<file path="config.mk">
export PLATFORM = sky130hd
export DESIGN_NAME = drc_top
export DESIGN_NICKNAME = d
export VERILOG_FILES = /design/src/design/drc_pkg.sv /design/src/design/drc_top.sv /design/src/design/drc_sync3.sv
export SDC_FILE = /design/constraint.sdc
export NUM_CORES = 1
export LEC_CHECK = 0
export BUFFER_PORTS_ARGS = -buffer_cell sky130_fd_sc_hd__buf_2
export CORE_MARGIN = 3
export CORE_UTILIZATION = 56
export CTS_CLUSTER_DIAMETER = 30
export DETAILED_ROUTE_END_ITERATION = 16
export GPL_TIMING_DRIVEN = 0
export PLACE_DENSITY = 0.74
export SLEW_MARGIN = 40
export SYNTH_ARGS = -nofsm -noshare
export SYNTH_HDL_FRONTEND = slang
export SYNTH_HIERARCHICAL = 1
export SYNTH_SLANG_ARGS = --single-unit
</file>
<file path="constraint.sdc">
create_clock -name ref_clk -period 3 [get_ports ref_clk]
set_clock_uncertainty 0.2 [all_clocks]
set_input_delay 0.45 -clock ref_clk [delete_from_list [all_inputs] [get_ports ref_clk]]
set_output_delay 0.45 -clock ref_clk [all_outputs]
set_load 0.01 [all_outputs]
</file>
<file path="src/design/drc_pkg.sv">
// Shared constants, types and helpers of the DAC reset and reference block.
// Assumes a 100 MHz ref_clk and 24-bit command frames over a two-wire link.
package drc_pkg;

    // ****************************************************************
    // Timing
    // ****************************************************************
    localparam int CLK_PERIOD_NS = 10;
    // Length of the power-on clear sequence; a plain default.
    localparam int POR_TIME_NS   = 1000;
    localparam int POR_CYCLES    =
        (POR_TIME_NS + CLK_PERIOD_NS - 1) / CLK_PERIOD_NS;
    localparam int POR_CNT_W     = 8;

    // ****************************************************************
    // Commands, frame layout and codes
    // ****************************************************************
    localparam logic [3:0] CMD_WRITE_INPUT  = 4'h1;
    localparam logic [3:0] CMD_UPDATE_DAC   = 4'h2;
    localparam logic [3:0] CMD_WRITE_UPDATE = 4'h3;
    localparam logic [3:0] CMD_LOAD_MASK    = 4'h5;
    localparam logic [3:0] CMD_SOFT_RESET   = 4'h6;
    localparam logic [3:0] CMD_REF_SETUP    = 4'h7;

    localparam int FRAME_BITS   = 24;
    localparam int CODE_W       = 12;
    localparam int CODE_LSB     = 4;
    localparam int CH_A_POS     = 0;
    localparam int CH_B_POS     = 3;
    localparam int REF_CTRL_POS = 0;

    localparam logic [11:0] ZERO_SCALE     = 12'h000;
    localparam logic [11:0] MID_SCALE      = 12'h800;
    localparam logic        REF_CTRL_RESET = 1'b0;
    localparam logic [1:0]  MASK_RESET     = 2'h0;
    // Bus address of the device; the value is arbitrary.
    localparam logic [6:0]  DEV_ADDR       = 7'h0C;

    // Fields of one command frame, most significant bit sent first.
    typedef struct packed {
        logic [3:0]  cmd;
        logic [3:0]  addr;
        logic [15:0] data;
    } drc_frame_t;

    // Pins from outside the clock domain, carried together.
    typedef struct packed {
        logic scl;
        logic sda;
        logic reset_n;
        logic level_sel;
        logic load_strobe_n;
    } drc_pins_t;

    localparam drc_pins_t PINS_RESET = '{1'b1, 1'b1, 1'b1, 1'b0, 1'b1};

    typedef enum {
        LS_IDLE,
        LS_ADDR,
        LS_ADDR_ACK,
        LS_DATA,
        LS_DATA_ACK
    } drc_link_state_t;

    // Clear code picked by the reset level select input.
    function automatic logic [11:0] clear_code(input logic sel);
        clear_code = sel ? MID_SCALE : ZERO_SCALE;
    endfunction : clear_code

    // Bit that names a channel in the address and mask fields.
    function automatic int ch_bit(input int ch);
        ch_bit = (ch == 0) ? CH_A_POS : CH_B_POS;
    endfunction : ch_bit

endpackage : drc_pkg

</file>
<file path="src/design/drc_top.sv">
// Reset, clear-code and reference control of a dual-channel serial DAC.
// Assumes pins arrive asynchronously; the bus clock is sampled by ref_clk.
`timescale 1ns/1ps

module drc_top
    import drc_pkg::*;
(
    // Clock and power-on reset.
    input  wire logic           ref_clk,
    input  wire logic           arst_n,
    // Two-wire link.
    input  wire logic           scl,
    input  wire logic           sda_in,
    output logic                sda_out,
    output logic                sda_oe,
    // Control pins.
    input  wire logic           hw_reset_n,
    input  wire logic           reset_level_select,
    input  wire logic           load_strobe_n,
    // Converter codes and state.
    output logic [11:0]         analog_output_a_code,
    output logic [11:0]         analog_output_b_code,
    output logic                reference_off,
    output logic                por_busy
);

    // ****************************************************************
    // Pin synchronisation
    // ****************************************************************
    drc_pins_t pins_raw;
    drc_pins_t pins_f;

    assign pins_raw = '{scl, sda_in, hw_reset_n, reset_level_select,
                        load_strobe_n};

    drc_sync3 #(
        .W         ($bits(drc_pins_t)),
        .RESET_VAL (PINS_RESET)
    ) u_sync (
        .ref_clk  (ref_clk),
        .arst_n   (arst_n),
        .async_in (pins_raw),
        .filt_out (pins_f)
    );

    // ****************************************************************
    // Edge detection on filtered pins
    // ****************************************************************
    drc_pins_t prev_q;

    // Previous filtered levels, for edges and bus conditions.
    always_ff @(posedge ref_clk or negedge arst_n) begin
        if (!arst_n) begin
            prev_q <= PINS_RESET;
        end else begin
            prev_q <= pins_f;
        end
    end

    logic scl_rise;
    logic scl_fall;
    logic bus_start;
    logic bus_stop;

    assign scl_rise  = pins_f.scl & ~prev_q.scl;
    assign scl_fall  = ~pins_f.scl & prev_q.scl;
    assign bus_start = pins_f.scl & prev_q.scl & prev_q.sda & ~pins_f.sda;
    assign bus_stop  = pins_f.scl & prev_q.scl & ~prev_q.sda & pins_f.sda;

    // ****************************************************************
    // Power-on sequence
    // ****************************************************************
    logic [POR_CNT_W-1:0] por_cnt_q;
    logic                 por_busy_q;
    logic                 frame_valid_q;
    drc_frame_t           frame_q;
    logic                 soft_reset;

    assign soft_reset = frame_valid_q && (frame_q.cmd == CMD_SOFT_RESET);

    // A soft reset replays the whole power-on sequence.
    always_ff @(posedge ref_clk or negedge arst_n) begin
        if (!arst_n) begin
            por_cnt_q  <= POR_CNT_W'(POR_CYCLES);
            por_busy_q <= 1'b1;
        end else if (soft_reset) begin
            por_cnt_q  <= POR_CNT_W'(POR_CYCLES);
            por_busy_q <= 1'b1;
        end else if (por_cnt_q != '0) begin
            por_cnt_q  <= por_cnt_q - 1'b1;
            por_busy_q <= (por_cnt_q != POR_CNT_W'(1));
        end
    end

    assign por_busy = por_busy_q;

    // Pin events count only once power-on reset is over.
    logic hw_rst;
    logic load_strobe_n_fall;

    assign hw_rst    = ~pins_f.reset_n & ~por_busy_q;
    assign load_strobe_n_fall = prev_q.load_strobe_n & ~pins_f.load_strobe_n
                       & ~por_busy_q & ~hw_rst;

    // ****************************************************************
    // Link receiver
    // ****************************************************************
    drc_link_state_t state_q;
    logic [2:0]      bit_cnt_q;
    logic [7:0]      byte_q;
    logic [4:0]      frame_bits_q;
    logic [23:0]     frame_sh_q;
    logic            ack_drive_q;

    // Frames run back to back; an early stop discards a partial frame.
    always_ff @(posedge ref_clk or negedge arst_n) begin
        if (!arst_n) begin
            state_q      <= LS_IDLE;
            bit_cnt_q    <= 3'h0;
            byte_q       <= 8'h00;
            frame_bits_q <= 5'h00;
            frame_sh_q   <= 24'h000000;
            ack_drive_q  <= 1'b0;
        end else if (bus_start) begin
            state_q      <= LS_ADDR;
            bit_cnt_q    <= 3'h0;
            frame_bits_q <= 5'h00;
            ack_drive_q  <= 1'b0;
        end else if (bus_stop) begin
            state_q     <= LS_IDLE;
            ack_drive_q <= 1'b0;
        end else begin
            unique case (state_q)
                LS_IDLE: begin
                    ack_drive_q <= 1'b0;
                end
                LS_ADDR: begin
                    if (scl_rise) begin
                        byte_q    <= {byte_q[6:0], pins_f.sda};
                        bit_cnt_q <= bit_cnt_q + 3'h1;
                        if (bit_cnt_q == 3'h7) begin
                            // Reads and other addresses are not answered.
                            if (byte_q[6:0] == DEV_ADDR && !pins_f.sda) begin
                                state_q <= LS_ADDR_ACK;
                            end else begin
                                state_q <= LS_IDLE;
                            end
                        end
                    end
                end
                LS_ADDR_ACK, LS_DATA_ACK: begin
                    if (scl_fall) begin
                        ack_drive_q <= ~ack_drive_q;
                        if (ack_drive_q) begin
                            state_q <= LS_DATA;
                        end
                    end
                end
                LS_DATA: begin
                    if (scl_rise) begin
                        frame_sh_q <= {frame_sh_q[22:0], pins_f.sda};
                        bit_cnt_q  <= bit_cnt_q + 3'h1;
                        if (frame_bits_q == 5'(FRAME_BITS - 1)) begin
                            frame_bits_q <= 5'h00;
                        end else begin
                            frame_bits_q <= frame_bits_q + 5'h01;
                        end
                        if (bit_cnt_q == 3'h7) begin
                            state_q <= LS_DATA_ACK;
                        end
                    end
                end
            endcase
        end
    end

    // Frame is handed on only when its 24th bit has been sampled.
    always_ff @(posedge ref_clk or negedge arst_n) begin
        if (!arst_n) begin
            frame_valid_q <= 1'b0;
            frame_q       <= '0;
        end else begin
            frame_valid_q <= (state_q == LS_DATA) && scl_rise && !bus_stop
                && !bus_start && frame_bits_q == 5'(FRAME_BITS - 1);
            if (state_q == LS_DATA && scl_rise) begin
                frame_q <= drc_frame_t'({frame_sh_q[22:0], pins_f.sda});
            end
        end
    end

    assign sda_out = 1'b0;
    assign sda_oe  = ack_drive_q;

    // ****************************************************************
    // Mask and reference control
    // ****************************************************************
    logic [1:0] mask_q;
    logic       ref_off_q;

    // Reference stays on through power-on; hardware reset leaves it alone.
    always_ff @(posedge ref_clk or negedge arst_n) begin
        if (!arst_n) begin
            mask_q    <= MASK_RESET;
            ref_off_q <= REF_CTRL_RESET;
        end else if (por_busy_q) begin
            mask_q    <= MASK_RESET;
            ref_off_q <= REF_CTRL_RESET;
        end else if (frame_valid_q) begin
            if (frame_q.cmd == CMD_REF_SETUP) begin
                ref_off_q <= frame_q.data[REF_CTRL_POS];
            end
            if (frame_q.cmd == CMD_LOAD_MASK) begin
                mask_q <= {frame_q.data[CH_B_POS], frame_q.data[CH_A_POS]};
            end
        end
    end

    assign reference_off = ref_off_q;

    // ****************************************************************
    // Channel registers
    // ****************************************************************
    logic [11:0] inp_q [2];
    logic [11:0] dac_q [2];
    logic [11:0] clr;

    assign clr = clear_code(pins_f.level_sel);

    genvar ch;
    generate
        for (ch = 0; ch < 2; ch++) begin : g_ch
            logic        hit;
            logic [11:0] code;
            assign hit  = frame_q.addr[ch_bit(ch)];
            assign code = frame_q.data[CODE_LSB +: CODE_W];

            // Any reset clears both banks so a later strobe finds no
            // stale data. Writes land before a strobe in the same cycle.
            always_ff @(posedge ref_clk or negedge arst_n) begin
                if (!arst_n) begin
                    inp_q[ch] <= ZERO_SCALE;
                    dac_q[ch] <= ZERO_SCALE;
                end else if (por_busy_q || soft_reset) begin
                    inp_q[ch] <= clr;
                    dac_q[ch] <= clr;
                end else if (hw_rst) begin
                    inp_q[ch] <= clr;
                    dac_q[ch] <= clr;
                end else if (frame_valid_q && hit
                             && frame_q.cmd == CMD_WRITE_INPUT) begin
                    inp_q[ch] <= code;
                    if (!pins_f.load_strobe_n) begin
                        dac_q[ch] <= code;
                    end
                end else if (frame_valid_q && hit
                             && frame_q.cmd == CMD_UPDATE_DAC) begin
                    dac_q[ch] <= inp_q[ch];
                end else if (frame_valid_q && hit
                             && frame_q.cmd == CMD_WRITE_UPDATE) begin
                    inp_q[ch] <= code;
                    dac_q[ch] <= code;
                end else if (load_strobe_n_fall && !mask_q[ch]) begin
                    dac_q[ch] <= inp_q[ch];
                end
            end
        end
    endgenerate

    assign analog_output_a_code = dac_q[0];
    assign analog_output_b_code = dac_q[1];

    logic quiet;
    assign quiet = !por_busy_q && !hw_rst && !frame_valid_q && !load_strobe_n_fall;
endmodule : drc_top

</file>
<file path="src/design/drc_sync3.sv">
// Three-stage input synchroniser with an agreement filter.
// Assumes asynchronous inputs; output follows once stages two and three agree.
`timescale 1ns/1ps
module drc_sync3
    import drc_pkg::*;
#(
    parameter int               W         = 1,
    parameter logic [W-1:0]     RESET_VAL = '0
) (
    // Clock and reset.
    input  wire logic           ref_clk,
    input  wire logic           arst_n,
    // Raw and filtered levels.
    input  wire logic [W-1:0]   async_in,
    output logic      [W-1:0]   filt_out
);

    // ****************************************************************
    // One chain per bit
    // ****************************************************************
    genvar g;
    generate
        for (g = 0; g < W; g++) begin : g_bit
            logic s1_q;
            logic s2_q;
            logic s3_q;
            logic f_q;
            // Stage one feeds only stage two, so no metastable value leaks.
            always_ff @(posedge ref_clk or negedge arst_n) begin
                if (!arst_n) begin
                    s1_q <= RESET_VAL[g];
                    s2_q <= RESET_VAL[g];
                    s3_q <= RESET_VAL[g];
                    f_q  <= RESET_VAL[g];
                end else begin
                    s1_q <= async_in[g];
                    s2_q <= s1_q;
                    s3_q <= s2_q;
                    if (s2_q == s3_q) begin
                        f_q <= s3_q;
                    end
                end
            end
            assign filt_out[g] = f_q;
        end
    endgenerate

endmodule : drc_sync3

</file>
Word level (Yosys, flattened, before mapping)
Cells that the tools add are included.

cells by class
  reduce and logical (&&, ||, !) cells = 51
  equality and inequality tests = 31
  magnitude comparators = 0
  shifts and indexed selects = 0
  add/sub/neg operators = 3
  multiplexer cells = 57
  multipliers = 0
  bitwise logic cells = 22
  div/mod/pow operators = 0

operators with widths
  cell                 number
  $mux 12              24
  $mux 32              8
  $pmux 32 s3          1
  $eq 32x2->1 const B  2
  $eq 32x3->1 const B  2
  $ne 4x4->1 const B   10
  $eq 32x1->1 const B  1
  $logic_not 32->1     1
  $mux 5               5
  $logic_and 1x1->1    16
  $mux 8               2
  $reduce_and 2->1     7
  $reduce_bool 2->1    7
  $eq 4x3->1 const B   3
  $mux 3               4
  $reduce_bool 4->1    3
  $reduce_bool 6->1    2
  $and 1x1->1          11
  $not 1->1            11
  $eq 4x2->1 const B   2
  $mux 1               8
  $mux 2               4
  $ne 8x1->1 const B   1
  $reduce_and 4->1     2
  other kinds (17)     27

storage, ports and cells
  register bits after elaboration = 179
  output and inout port bits = 28
  latch bits = 0
  memories = 0
  bits in writable memories = 0
  word-level logic and storage cells = 205
  ROM bits = 0

Logic depth before layout (Yosys ltp)
Gate-level depths: netlist of the first run.

  depth in word-level cells = 11
  depth in mapped cells = 8
  depth with buffers taken out = 6

Modules after synthesis
The synthesis of the first run kept the hierarchy.

modules (own cells, without submodules)
  module     instances  cells an instance  seq. area each (sq um)  area each (sq um)
  drc_top    1          434                3161.8                  5426.5
  drc_sync3  1          30                 520.5                   614.3

Worst setup path before layout of the first run
No wires, ideal clock.

  path kind = flip-flop to flip-flop
  start = register u_sync.g_bit[0].f_q
  end = register dac_q (netlist bit analog_output_b_code[11])
  stages on the path, launching flop included = 6
  required time = 2.672 ns
  path slack = 0.940 ns
  arrival = 1.732 ns
  cell sequence = dfstp_2 buf_4 or3b_2 a32oi_4 buf_6 mux2_1

on the way
  longest elaborated chain between the ends = 7
  elaborated cells on any way between the ends = 8

ends and longest elaborated chain
  item                                 line             source
  start, declared                      drc_sync3.sv:27  logic f_q;
  start signal, assigned               drc_sync3.sv:34  f_q <= RESET_VAL[g];
  start signal, assigned               drc_sync3.sv:40  f_q <= s3_q;
  $not 1->1                            drc_top.sv:102   assign load_strobe_n_fall = prev_q.load_strobe_n & ~pins_f.load_strobe_n
  $and 1x1->1                          drc_top.sv:102
  $and 1x1->1 (2 in a row)             drc_top.sv:103   & ~por_busy_q & ~hw_rst;
  $logic_and 1x1->1                    drc_top.sv:262   end else if (load_strobe_n_fall && !mask_q[ch]) begin
  $reduce_bool 6->1 (no source line)   --
  $reduce_and 2->1 (no source line) *  --
  end signal, assigned by index        drc_top.sv:257   dac_q[ch] <= inp_q[ch];
  end signal, assigned by index        drc_top.sv:261   dac_q[ch] <= code;
  end signal, assigned by index        drc_top.sv:263   dac_q[ch] <= inp_q[ch];
  end, declared                        drc_top.sv:224   logic [11:0] dac_q [2];

Mark *: on every way between the ends. The rest lies on a longest branch, timed or not.
A chain may end at the register's enable or synchronous reset.

Final worst setup path of the first run
  start = register prev_q[4] (netlist bit)
  end = register frame_sh_q[18]

on the way
  longest elaborated chain between the ends = 5
  elaborated cells on any way between the ends = 10

ends and longest elaborated chain
  item                                                line                          source
  start, declared                                     drc_top.sv:49                 drc_pins_t prev_q;
  start signal, assigned                              drc_top.sv:56                 prev_q <= pins_f;
  $and 1x1->1                                         drc_top.sv:67, drc_top.sv:68
  $and 1x1->1, on equally long branches (2 in a row)  drc_top.sv:68, drc_top.sv:67
  $not 1->1 (no source line)                          --
  $reduce_and 4->1 (no source line) *                 --
  end signal, assigned                                drc_top.sv:161                frame_sh_q <= {frame_sh_q[22:0], pins_f.sda};
  end, declared                                       drc_top.sv:112                logic [23:0] frame_sh_q;

Marked as above.

==> results of run 1 <==
-- critical path, cell delays in order (launching register included) --
cell and delay, ps:
sky130_fd_sc_hd__dfstp_2 580, sky130_fd_sc_hd__and4bb_1 220, sky130_fd_sc_hd__buf_4 170, sky130_fd_sc_hd__nand2_2 110
sky130_fd_sc_hd__buf_4 190, sky130_fd_sc_hd__buf_2 260, sky130_fd_sc_hd__mux2_2 370
-- per-stage QoR --
stage | hold slack [ps] | instance area (µm²) | TNS, ps | setup WS (ps) | total power [W]
floorplan | -45.59 | 6041 | 0 | 940.4 | 0.002212
global placement | 137.0 | 6376 | -79800 | -656.6 | 0.002284
detailed placement | 136.4 | 6414 | 0 | 789.8 | 0.002300
CTS | 150.1 | 7088 | 0 | 767.7 | 0.004465
global route | 155.9 | 7088 | 0 | 678.3 | 0.004580
finish | 147.4 | 7088 | 0 | 783.3 | 0.004416
-- layout by cell type, fill, tap and decap left out, types with 4 or more instances in the layout --
cell type,synthesis,final
sky130_fd_sc_hd__buf_4,8,8
sky130_fd_sc_hd__nand2_1,18,18
sky130_fd_sc_hd__mux2_2,52,52
sky130_fd_sc_hd__dlygate4sd3_1,0,6
sky130_fd_sc_hd__nand3_1,31,31
sky130_fd_sc_hd__mux2_4,9,9
sky130_fd_sc_hd__inv_1,11,11
sky130_fd_sc_hd__nor2_1,16,16
sky130_fd_sc_hd__a21oi_1,33,33
sky130_fd_sc_hd__nand4b_1,4,4
sky130_fd_sc_hd__o21ai_0,31,31
sky130_fd_sc_hd__buf_2,10,42
sky130_fd_sc_hd__mux2_1,12,12
sky130_fd_sc_hd__clkbuf_16,0,16
sky130_fd_sc_hd__dfrtp_1,123,123
sky130_fd_sc_hd__clkbuf_1,9,11
sky130_fd_sc_hd__dfstp_2,23,23
sky130_fd_sc_hd__maj3_2,5,5
sky130_fd_sc_hd__ha_1,6,6
sky130_fd_sc_hd__clkbuf_8,0,6
-- cell families after synthesis --
logic type / after synthesis / synth area share (%)
AO/OA/AOI/OAI: 85 / 8.492
XOR/XNOR: 5 / 0.7251
adder cells (fa/ha/maj): 12 / 2.340
buffers and inverters: 40 / 3.438
flip-flops: 146 / 60.96
multiplexers: 75 / 14.50
other: 1 / 0.06208
AND/OR/NAND/NOR: 100 / 9.486
-- layer usage --
metal | global-route usage, % | vias up
li1 | - | 1790
met1 | 27.21 | 1903
met2 | 31.41 | 91
met3 | 5.226 | 30
met4 | 10.95 | 0
met5 | 0 | -
-- power by group --
part	internal (W)	switching, W	leakage, nW
Sequential	0.00203	0.0000289	1.94
Combinational	0.0000926	0.000114	1.18
Clock	0.00138	0.000771	0.297
-- state kept, by name, summed over array words and instances, names as in the netlist, 2 cells and up --
| name | flops |
|---|---|
| byte_q | 7 |
| bit_cnt_q | 3 |
| frame_sh_q | 23 |
| frame_q | 20 |
| u_sync/g_bit.s3_q | 5 |
| u_sync/g_bit.f_q | 5 |
| prev_q | 3 |
| analog_output_b_code | 12 |
| u_sync/g_bit.s1_q | 5 |
| analog_output_a_code | 12 |
| por_cnt_q | 8 |
| inp_q | 24 |
| mask_q | 2 |
| state_q | 3 |
| frame_bits_q | 5 |
| u_sync/g_bit.s2_q | 5 |
-- layout make-up --
type                            count  area (µm²)  share of cell area (%)
Inverter                           11       41.29                  0.5825
Clock inverter                      8       123.9                   1.748
Timing Repair Buffer               40       262.8                   3.707
Tap cell                          136       170.2                   2.401
Buffer                             29       166.4                   2.348
Clock buffer                       24       490.5                   6.920
Multi-Input combinational cell    278        2151                   30.34
Sequential cell                   146        3682                   51.95
-- how the worst min path moves through the flow --
stage,endpoint,slack (ps),depth (start not counted)
after detailed placement,u_sync/g_bit[1].s2_q$_DFF_PN0_,140,0
after floorplan,analog_output_a_code[0]$_DFFE_PN0P_,-50,0
final,u_sync/g_bit[1].s2_q$_DFF_PN0_,150,0
after CTS,u_sync/g_bit[1].s2_q$_DFF_PN0_,150,0
after global placement,u_sync/g_bit[1].s2_q$_DFF_PN0_,140,0
after global routing,u_sync/g_bit[1].s2_q$_DFF_PN0_,160,0
==> impl_table.tex, run 1 <==
\begin{tabular}{lr}
\hline
Metric & Value \\
\hline
\multicolumn{2}{l}{\textbf{Die}} \\
\quad Core area & between 10000 and 15000 µm² \\
\quad Y dimension of the die & approximately 110 µm \\
\quad Count of standard-cell rows & 37 \\
\quad Die Wd & 109.9 µm \\
\quad Die outline area & roughly 12000 µm² \\
\quad Initial standard-cell utilization of the core & 57.99\% \\
\quad Ports & 35 \\
\multicolumn{2}{l}{\textbf{Detailed routing}} \\
\quad Number of antenna-violating nets in the routed design & 0 \\
\quad DRC violations left & 0 \\
\quad Post-DR vias/cell & roughly 5.7 \\
\quad Final wirelength & about 11000 µm \\
\quad Length of routed wiring on met1 & 4921 µm \\
\quad DR top layer & met4 \\
\quad Routed wirelength normalized by instance count & 16.45 µm \\
\quad Met2 routed WL & around 5300 µm \\
\quad First-pass iteration count of the detailed router & 4 \\
\quad Starting DRT DRC Count & $\sim$230 \\
\quad Via count & 3814 \\
\quad Met3 layer wire length in the routed design & slightly above 500 µm \\
\multicolumn{2}{l}{\textbf{Yosys}} \\
\quad Library cell with the highest instance count after synthesis & sky130\_fd\_sc\_hd\_\_dfrtp\_1 \\
\quad Cell type contributing the most total cell area after synthesis & sky130\_fd\_sc\_hd\_\_dfrtp\_1 \\
\quad Avg Synthesized Cell Area & 13.02 µm² \\
\quad Post-synth top cells & 123 x sky130\_fd\_sc\_hd\_\_dfrtp\_1, 52 x sky130\_fd\_sc\_hd\_\_mux2\_2, 33 x sky130\_fd\_sc\_hd\_\_a21oi\_1 \\
\quad Post-Syn Nets & around 480 \\
\quad Post-synthesis register bit count & between 100 and 150 \\
\quad EDFF count, synth & 0 \\
\quad Warnings, synthesis & 6 \\
\quad Sequential fraction of the synthesis area & between 60\% and 70\% \\
\quad Main synth FF type & sky130\_fd\_sc\_hd\_\_dfrtp\_1 \\
\quad Post-synthesis cell count & 464 \\
\quad Distinct cells, synth & 56 \\
\quad Post-synthesis cell area & 6041 µm² \\
\quad Yosys top cell area share & between 50\% and 60\% \\
\quad Share of flip-flops with an asynchronous set or reset & 100.0\% \\
\quad Top cells by area in the synthesized netlist & sky130\_fd\_sc\_hd\_\_dfrtp\_1 51\%, sky130\_fd\_sc\_hd\_\_dfstp\_2 10\%, sky130\_fd\_sc\_hd\_\_mux2\_2 9.7\% \\
\multicolumn{2}{l}{\textbf{Clock network}} \\
\quad Post-CTS Resized & 0 \\
\quad Sink count of the clock tree & about 150 \\
\quad Deepest level of the CTS H-tree & 4 \\
\quad CTS tree & done \\
\quad Master cell of the clock root buffer & sky130\_fd\_sc\_hd\_\_clkbuf\_8 \\
\quad Clk slew on worst S/H paths & $\sim$60 ps \\
\quad Later-pin clock latency in the skew report & between 500 and 600 ps \\
\quad Number of buffers inserted to repair setup after CTS & 0 \\
\quad Inserted Clock Buffers & 17 \\
\quad Number of hold-repair buffers added at the cts stage & 6 \\
\quad CTS max path bufs & 2 \\
\multicolumn{2}{l}{\textbf{Pwr}} \\
\quad Worst IR drop on VDD & 458.0 µV \\
\quad Reported leakage power & 3.416 nW \\
\quad PwrDens & approximately 620 nW/µm² \\
\multicolumn{2}{l}{\textbf{Worst setup path}} \\
\quad Critical path class & flop to flop \\
\quad Setup crit start kind & flop \\
\quad Data arrival at the endpoint of the critical path & around 2400 ps \\
\quad Last element of the critical path & frame\_sh\_q[18]\$\_DFFE\_PN0P\_ \\
\quad Launch point of the critical path & prev\_q[4]\$\_DFF\_PN1\_ \\
\quad Reg-to-Reg End & frame\_sh\_q[18]\$\_DFFE\_PN0P\_ \\
\quad Worst R2R Start & prev\_q[4]\$\_DFF\_PN1\_ \\
\quad Register-to-register path setup slack & a little under 800 ps \\
\quad Critical path peak fanout & 10 \\
\quad Endpoint class of the critical path & flop \\
\quad Worst R2R Path Depth & 6 \\
\quad Data required, critical path & 3210 ps \\
\multicolumn{2}{l}{\textbf{STA}} \\
\quad Worst-Margin Slew & $\sim$540 ps \\
\quad Final min period & about 2200 ps \\
\quad Final number of setup-violating endpoints & 0 \\
\quad Number of slew-limit violations in the final report & 0 \\
\quad Ratio of final minimum period to clock period & between 70\% and 80\% \\
\quad Highest clock rate & around 450 MHz \\
\quad Count of endpoints failing hold in the final timing report & 0 \\
\quad Setup repair after global routing missed its margin & false \\
\quad Rel. slew slack & a little under two thirds \\
\multicolumn{2}{l}{\textbf{Placed design}} \\
\quad Final Wtd Congestion & 0.8362 \\
\quad IO Port Bufs & 33 \\
\quad Half-perimeter wire length of the detailed placement result & 7306 µm \\
\quad Placed cell count & 634 \\
\multicolumn{2}{l}{\textbf{Cells and area}} \\
\quad Post-layout utilization of the core & between 60 and 70\% \\
\quad Number of nets in the finished design & between 500 and 600 \\
\quad Layout cell share with drive strength beyond 1 & roughly a third \\
\quad Final cell count without fillers & roughly 670 \\
\quad Layout-stage area growth over the synthesis result & 17.34\% \\
\quad Number of antenna repair diodes & 0 \\
\quad Fillers & between 700 and 800 \\
\multicolumn{2}{l}{\textbf{Min path}} \\
\quad Type of the worst min-delay path & flop to flop \\
\quad Beginning of the worst hold path & u\_sync/g\_bit[1].s1\_q\$\_DFF\_PN0\_ \\
\multicolumn{2}{l}{\textbf{Run}} \\
\quad Total of max-cap violations & 0 \\
\multicolumn{2}{l}{\textbf{Global route}} \\
\quad Maximum number of pins on one net before global-route repair & slightly below 80 \\
\quad Global-route congestion overflow total & 0 \\
\quad Vias in the first global route & 3858 \\
\quad Gr usage total & 20.61\% \\
\quad First-pass GRT wire length & $\sim$19000 µm \\
\quad Antenna violations before repair & 0 \\
\multicolumn{2}{l}{\textbf{Status}} \\
\quad Run status & complete, no violations \\
\hline
\end{tabular}
No activity file was read; power rests on OpenSTA's default activity.
==> run 2: changes to the inputs <==
--- a/config.mk
+++ b/config.mk
@@ -5,6 +5,7 @@
 export SDC_FILE = /design/constraint.sdc
 export NUM_CORES = 1
 export LEC_CHECK = 0
+export ABC_AREA = 1
 export BUFFER_PORTS_ARGS = -buffer_cell sky130_fd_sc_hd__buf_2
 export CORE_MARGIN = 3
 export CORE_UTILIZATION = 56
==> constraint.sdc (replaced) <==
create_clock -name ref_clk -period 2.1 [get_ports ref_clk]
set_clock_uncertainty 0.2 [all_clocks]
set_input_delay 0.315 -clock ref_clk [delete_from_list [all_inputs] [get_ports ref_clk]]
set_output_delay 0.315 -clock ref_clk [all_outputs]
set_load 0.01 [all_outputs]
==> impl_table.tex, run 2 <==
\begin{tabular}{lr}
\hline
Metric & Value \\
\hline
\multicolumn{2}{l}{\textbf{Die}} \\
\quad Die outline area & 12360 µm² (+2.4\%) \\
\quad Y dimension of the die & 111.2 µm (+1.2\%) \\
\quad Die Wd & 111.2 µm (+1.2\%) \\
\quad Initial standard-cell utilization of the core & 58.68\% (+0.68 points) \\
\quad Ports & 35 (unchanged) \\
\quad Core area & 10560 µm² (+1.3\%) \\
\quad Count of standard-cell rows & 37 (unchanged) \\
\multicolumn{2}{l}{\textbf{Cells and area}} \\
\quad Layout cell share with drive strength beyond 1 & 21.85\% (-12 points) \\
\quad Fillers & 827 (+6.3\%) \\
\quad Number of antenna repair diodes & 0 (unchanged) \\
\quad Layout-stage area growth over the synthesis result & 16.99\% \\
\quad Number of nets in the finished design & 746 (+39\%) \\
\quad Flip-flop count of the largest register after layout & 24 (unchanged) \\
\quad Most common cell after layout, fill and taps aside & sky130\_fd\_sc\_hd\_\_nand2\_1 \\
\quad Sequential cell area & 3682 µm² (unchanged) \\
\quad Multi-input gate area in the final layout & 2126 µm² (-1.2\%) \\
\quad Largest registers ranked by flip-flop count & inp\_q: 24 flops, frame\_sh\_q: 23 flops, frame\_q: 20 flops \\
\quad Leading cell types in the layout, fill and taps excluded & 240 x sky130\_fd\_sc\_hd\_\_nand2\_1, 123 x sky130\_fd\_sc\_hd\_\_dfrtp\_1, 50 x sky130\_fd\_sc\_hd\_\_inv\_1 \\
\quad Final cell count without fillers & 882 (+31\%) \\
\quad Biggest register & inp\_q \\
\quad Post-layout utilization of the core & 68.65\% (+0.60 points) \\
\multicolumn{2}{l}{\textbf{Yosys}} \\
\quad Main synth FF type & sky130\_fd\_sc\_hd\_\_dfrtp\_1 \\
\quad Sequential fraction of the synthesis area & 59.45\% (-1.5 points) \\
\quad Post-synthesis cell count & 674 (+45\%) \\
\quad Yosys top cell area share & 49.70\% (-1.3 points) \\
\quad Post-Syn Nets & 687 (+44\%) \\
\quad Post-synthesis cell area & 6193 µm² (+2.5\%) \\
\quad Share of flip-flops with an asynchronous set or reset & 100.0\% (unchanged) \\
\quad Distinct cells, synth & 38 (-32\%) \\
\quad Post-synthesis register bit count & 146 (unchanged) \\
\quad Cell type contributing the most total cell area after synthesis & sky130\_fd\_sc\_hd\_\_dfrtp\_1 \\
\quad Warnings, synthesis & 6 (unchanged) \\
\quad Avg Synthesized Cell Area & 9.189 µm² (-29\%) \\
\quad EDFF count, synth & 0 (unchanged) \\
\quad Top cells by area in the synthesized netlist & sky130\_fd\_sc\_hd\_\_dfrtp\_1 50\%, sky130\_fd\_sc\_hd\_\_nand2\_1 15\%, sky130\_fd\_sc\_hd\_\_dfstp\_2 9.8\% \\
\quad Library cell with the highest instance count after synthesis & sky130\_fd\_sc\_hd\_\_nand2\_1 \\
\quad Post-synth top cells & 240 x sky130\_fd\_sc\_hd\_\_nand2\_1, 123 x sky130\_fd\_sc\_hd\_\_dfrtp\_1, 50 x sky130\_fd\_sc\_hd\_\_inv\_1 \\
\multicolumn{2}{l}{\textbf{Detailed routing}} \\
\quad Final wirelength & 11900 µm (+7.7\%) \\
\quad Via count & 4532 (+19\%) \\
\quad Number of antenna-violating nets in the routed design & 0 (unchanged) \\
\quad Post-DR vias/cell & 5.138 (-9.5\%) \\
\quad First-pass iteration count of the detailed router & 5 (+1) \\
\quad DRC violations left & 0 (unchanged) \\
\quad Starting DRT DRC Count & 367 (+62\%) \\
\quad Routed wirelength normalized by instance count & 13.50 µm (-18\%) \\
\multicolumn{2}{l}{\textbf{Pwr}} \\
\quad Worst IR drop on VDD & 667.7 µV (+46\%) \\
\quad Reported leakage power & 3.906 nW (+14\%) \\
\quad Power, Total & 0.007086 W (+60\%) \\
\quad PwrDens & 977.9 nW/µm² (+57\%) \\
\multicolumn{2}{l}{\textbf{Worst setup path}} \\
\quad Worst-path cell with the longest stage delay & sky130\_fd\_sc\_hd\_\_dfrtp\_1 \\
\quad Critical path class & flop to flop \\
\quad Sequence of cells on the critical path & inv\_1 -> ha\_1 -> nand2\_1 -> nor2\_1 -> inv\_1 -> a211oi\_1 \\
\quad Most used cell along the critical path & sky130\_fd\_sc\_hd\_\_inv\_1 \\
\quad Endpoint class of the critical path & flop \\
\quad Critical path peak fanout & 8 (-2) \\
\quad Data required, critical path & 2330 ps (-880 ps) \\
\quad Peak per-stage delay on the critical path & 390 ps (-190 ps) \\
\quad Data arrival at the endpoint of the critical path & 2140 ps (-290 ps) \\
\quad Family with the most delay on the worst path & simple AND/OR/NAND/NOR gates \\
\quad Number of buffer and inverter stages on the critical path & 2 (-1) \\
\quad Setup crit start kind & flop \\
\multicolumn{2}{l}{\textbf{Status}} \\
\quad Run status & complete, no violations \\
\multicolumn{2}{l}{\textbf{STA}} \\
\quad Ratio of final minimum period to clock period & 90.81\% (+17 points) \\
\quad Final-layout worst hold slack & 127.1 ps (-20.24 ps) \\
\quad Setup repair after global routing missed its margin & false \\
\quad Highest clock rate & 524.4 MHz (+16\%) \\
\quad Worst-Margin Slew & 525.0 ps (-18.52 ps) \\
\quad Rel. slew slack & 65.00\% (+1.6 points) \\
\quad Number of slew-limit violations in the final report & 0 (unchanged) \\
\quad Count of endpoints failing hold in the final timing report & 0 (unchanged) \\
\quad Final number of setup-violating endpoints & 0 (unchanged) \\
\quad Final min period & 1907 ps (-309.7 ps) \\
\multicolumn{2}{l}{\textbf{Global route}} \\
\quad Vias in the first global route & 4473 (+16\%) \\
\quad Global-route congestion overflow total & 0 (unchanged) \\
\quad Most Used Layer, Global Route & met2 \\
\quad Global Route met1 Usage & 28.43\% (+1.2 points) \\
\quad Gr usage total & 20.89\% (+0.28 points) \\
\quad First-pass GRT wire length & 20780 µm (+9.8\%) \\
\quad Maximum number of pins on one net before global-route repair & 78 (+1.3\%) \\
\quad Met2 Use GR & 32.21\% (+0.80 points) \\
\quad Global Route met3 Usage & 6.168\% (+0.94 points) \\
\quad Antenna violations before repair & 0 (unchanged) \\
\multicolumn{2}{l}{\textbf{Placed design}} \\
\quad Half-perimeter wire length of the detailed placement result & 8218 µm (+12\%) \\
\quad IO Port Bufs & 33 (unchanged) \\
\quad Final Wtd Congestion & 0.7888 (-5.7\%) \\
\quad Placed cell count & 844 (+33\%) \\
\multicolumn{2}{l}{\textbf{Run}} \\
\quad Total of max-cap violations & 0 (unchanged) \\
\multicolumn{2}{l}{\textbf{Clock network}} \\
\quad Number of buffers inserted to repair setup after CTS & 0 (unchanged) \\
\quad Clk slew on worst S/H paths & 60 ps (about the same) \\
\quad CTS max path bufs & 2 (unchanged) \\
\quad Inserted Clock Buffers & 17 (unchanged) \\
\quad CTS tree & done \\
\quad Later-pin clock latency in the skew report & 530 ps (about the same) \\
\quad Deepest level of the CTS H-tree & 4 (unchanged) \\
\quad Sink count of the clock tree & 146 (unchanged) \\
\quad Master cell of the clock root buffer & sky130\_fd\_sc\_hd\_\_clkbuf\_8 \\
\multicolumn{2}{l}{\textbf{Min path}} \\
\quad Type of the worst min-delay path & input pin to async pin \\
\hline
\end{tabular}
-- run 2: cell types whose count changed after synthesis, moves of 8 or more --
cell | previous run | this run
sky130_fd_sc_hd__a21oi_1 | 33 | 15
sky130_fd_sc_hd__clkbuf_1 | 9 | 1
sky130_fd_sc_hd__inv_1 | 11 | 50
sky130_fd_sc_hd__mux2_1 | 12 | 0
sky130_fd_sc_hd__mux2_2 | 52 | 1
sky130_fd_sc_hd__mux2_4 | 9 | 0
sky130_fd_sc_hd__nand2_1 | 18 | 240
sky130_fd_sc_hd__nand2_2 | 1 | 22
sky130_fd_sc_hd__nand3_1 | 31 | 40
sky130_fd_sc_hd__nor2_1 | 16 | 38
-- run 2: power breakdown --
| group | internal [W] | leakage (nW) | switching (W) |
|---|---|---|---|
| Clock | 0.00194 | 0.294 | 0.00116 |
| Sequential | 0.00302 | 1.94 | 0.000128 |
| Combinational | 0.000313 | 1.68 | 0.000525 |
| Total | 0.00527 | 3.91 | 0.00181 |
-- run 2: layer usage --
layer	vias up	routed length (µm)
met1	2193	5594
met2	84	5706
met4	0	153
met3	13	450
li1	2242	-
met5	-	0
-- run 2: worst paths after layout --
path,startpoint,to,slack [ps],depth (start not counted)
min in group ref_clk,u_sync/g_bit[2].s1_q$_DFF_PN1_,u_sync/g_bit[2].s2_q$_DFF_PN1_,160,0
max in group asynchronous,arst_n,u_sync/g_bit[3].s1_q$_DFF_PN1_,800,3
setup reg to reg,por_cnt_q[0]$_DFFE_PN0P_,por_cnt_q[1]$_DFFE_PN0P_,190,6
setup / recovery,por_cnt_q[0]$_DFFE_PN0P_,por_cnt_q[1]$_DFFE_PN0P_,190,6
hold reg to reg,u_sync/g_bit[2].s1_q$_DFF_PN1_,u_sync/g_bit[2].s2_q$_DFF_PN1_,160,0
hold / removal,arst_n,por_cnt_q[0]$_DFFE_PN0P_,130,2
-- run 2: logic make-up after synthesis --
group	count (synthesis)	synth area share, %
xor+xnor	4	0.5658
mux	1	0.1818
flops	146	59.45
other cells	1	0.06055
simple gates	374	26.65
fa+ha+maj	6	1.212
compound gates	59	5.455
buf+inv	83	6.424
-- run 2: what timing repair did --
action	CTS	global route
hold buffers	6	0
endpoints found under the setup margin	2	47
resized for setup	1	2
endpoints found under the hold margin	74	0
pin swaps	0	0
-- run 2: per-stage QoR --
stage | setup TNS (ps) | cell area [µm²] | worst slack (ps)
finish | 0 | 7246 | 193.1
global route | 0 | 7246 | 11.00
CTS | 0 | 7238 | 81.46
detailed placement | 0 | 6566 | 7.823
global placement | -187210 | 6529 | -1418
floorplan | 0 | 6193 | 336.5
-- run 2: cell type report --
cell class	count	share of cell area, %
Buffer	23	2.348
Sequential cell	146	50.82
Multi-Input combinational cell	445	29.34
Clock inverter	12	2.504
Clock buffer	20	5.871
Tap cell	136	2.348
Inverter	60	3.143
Timing Repair Buffer	40	3.626
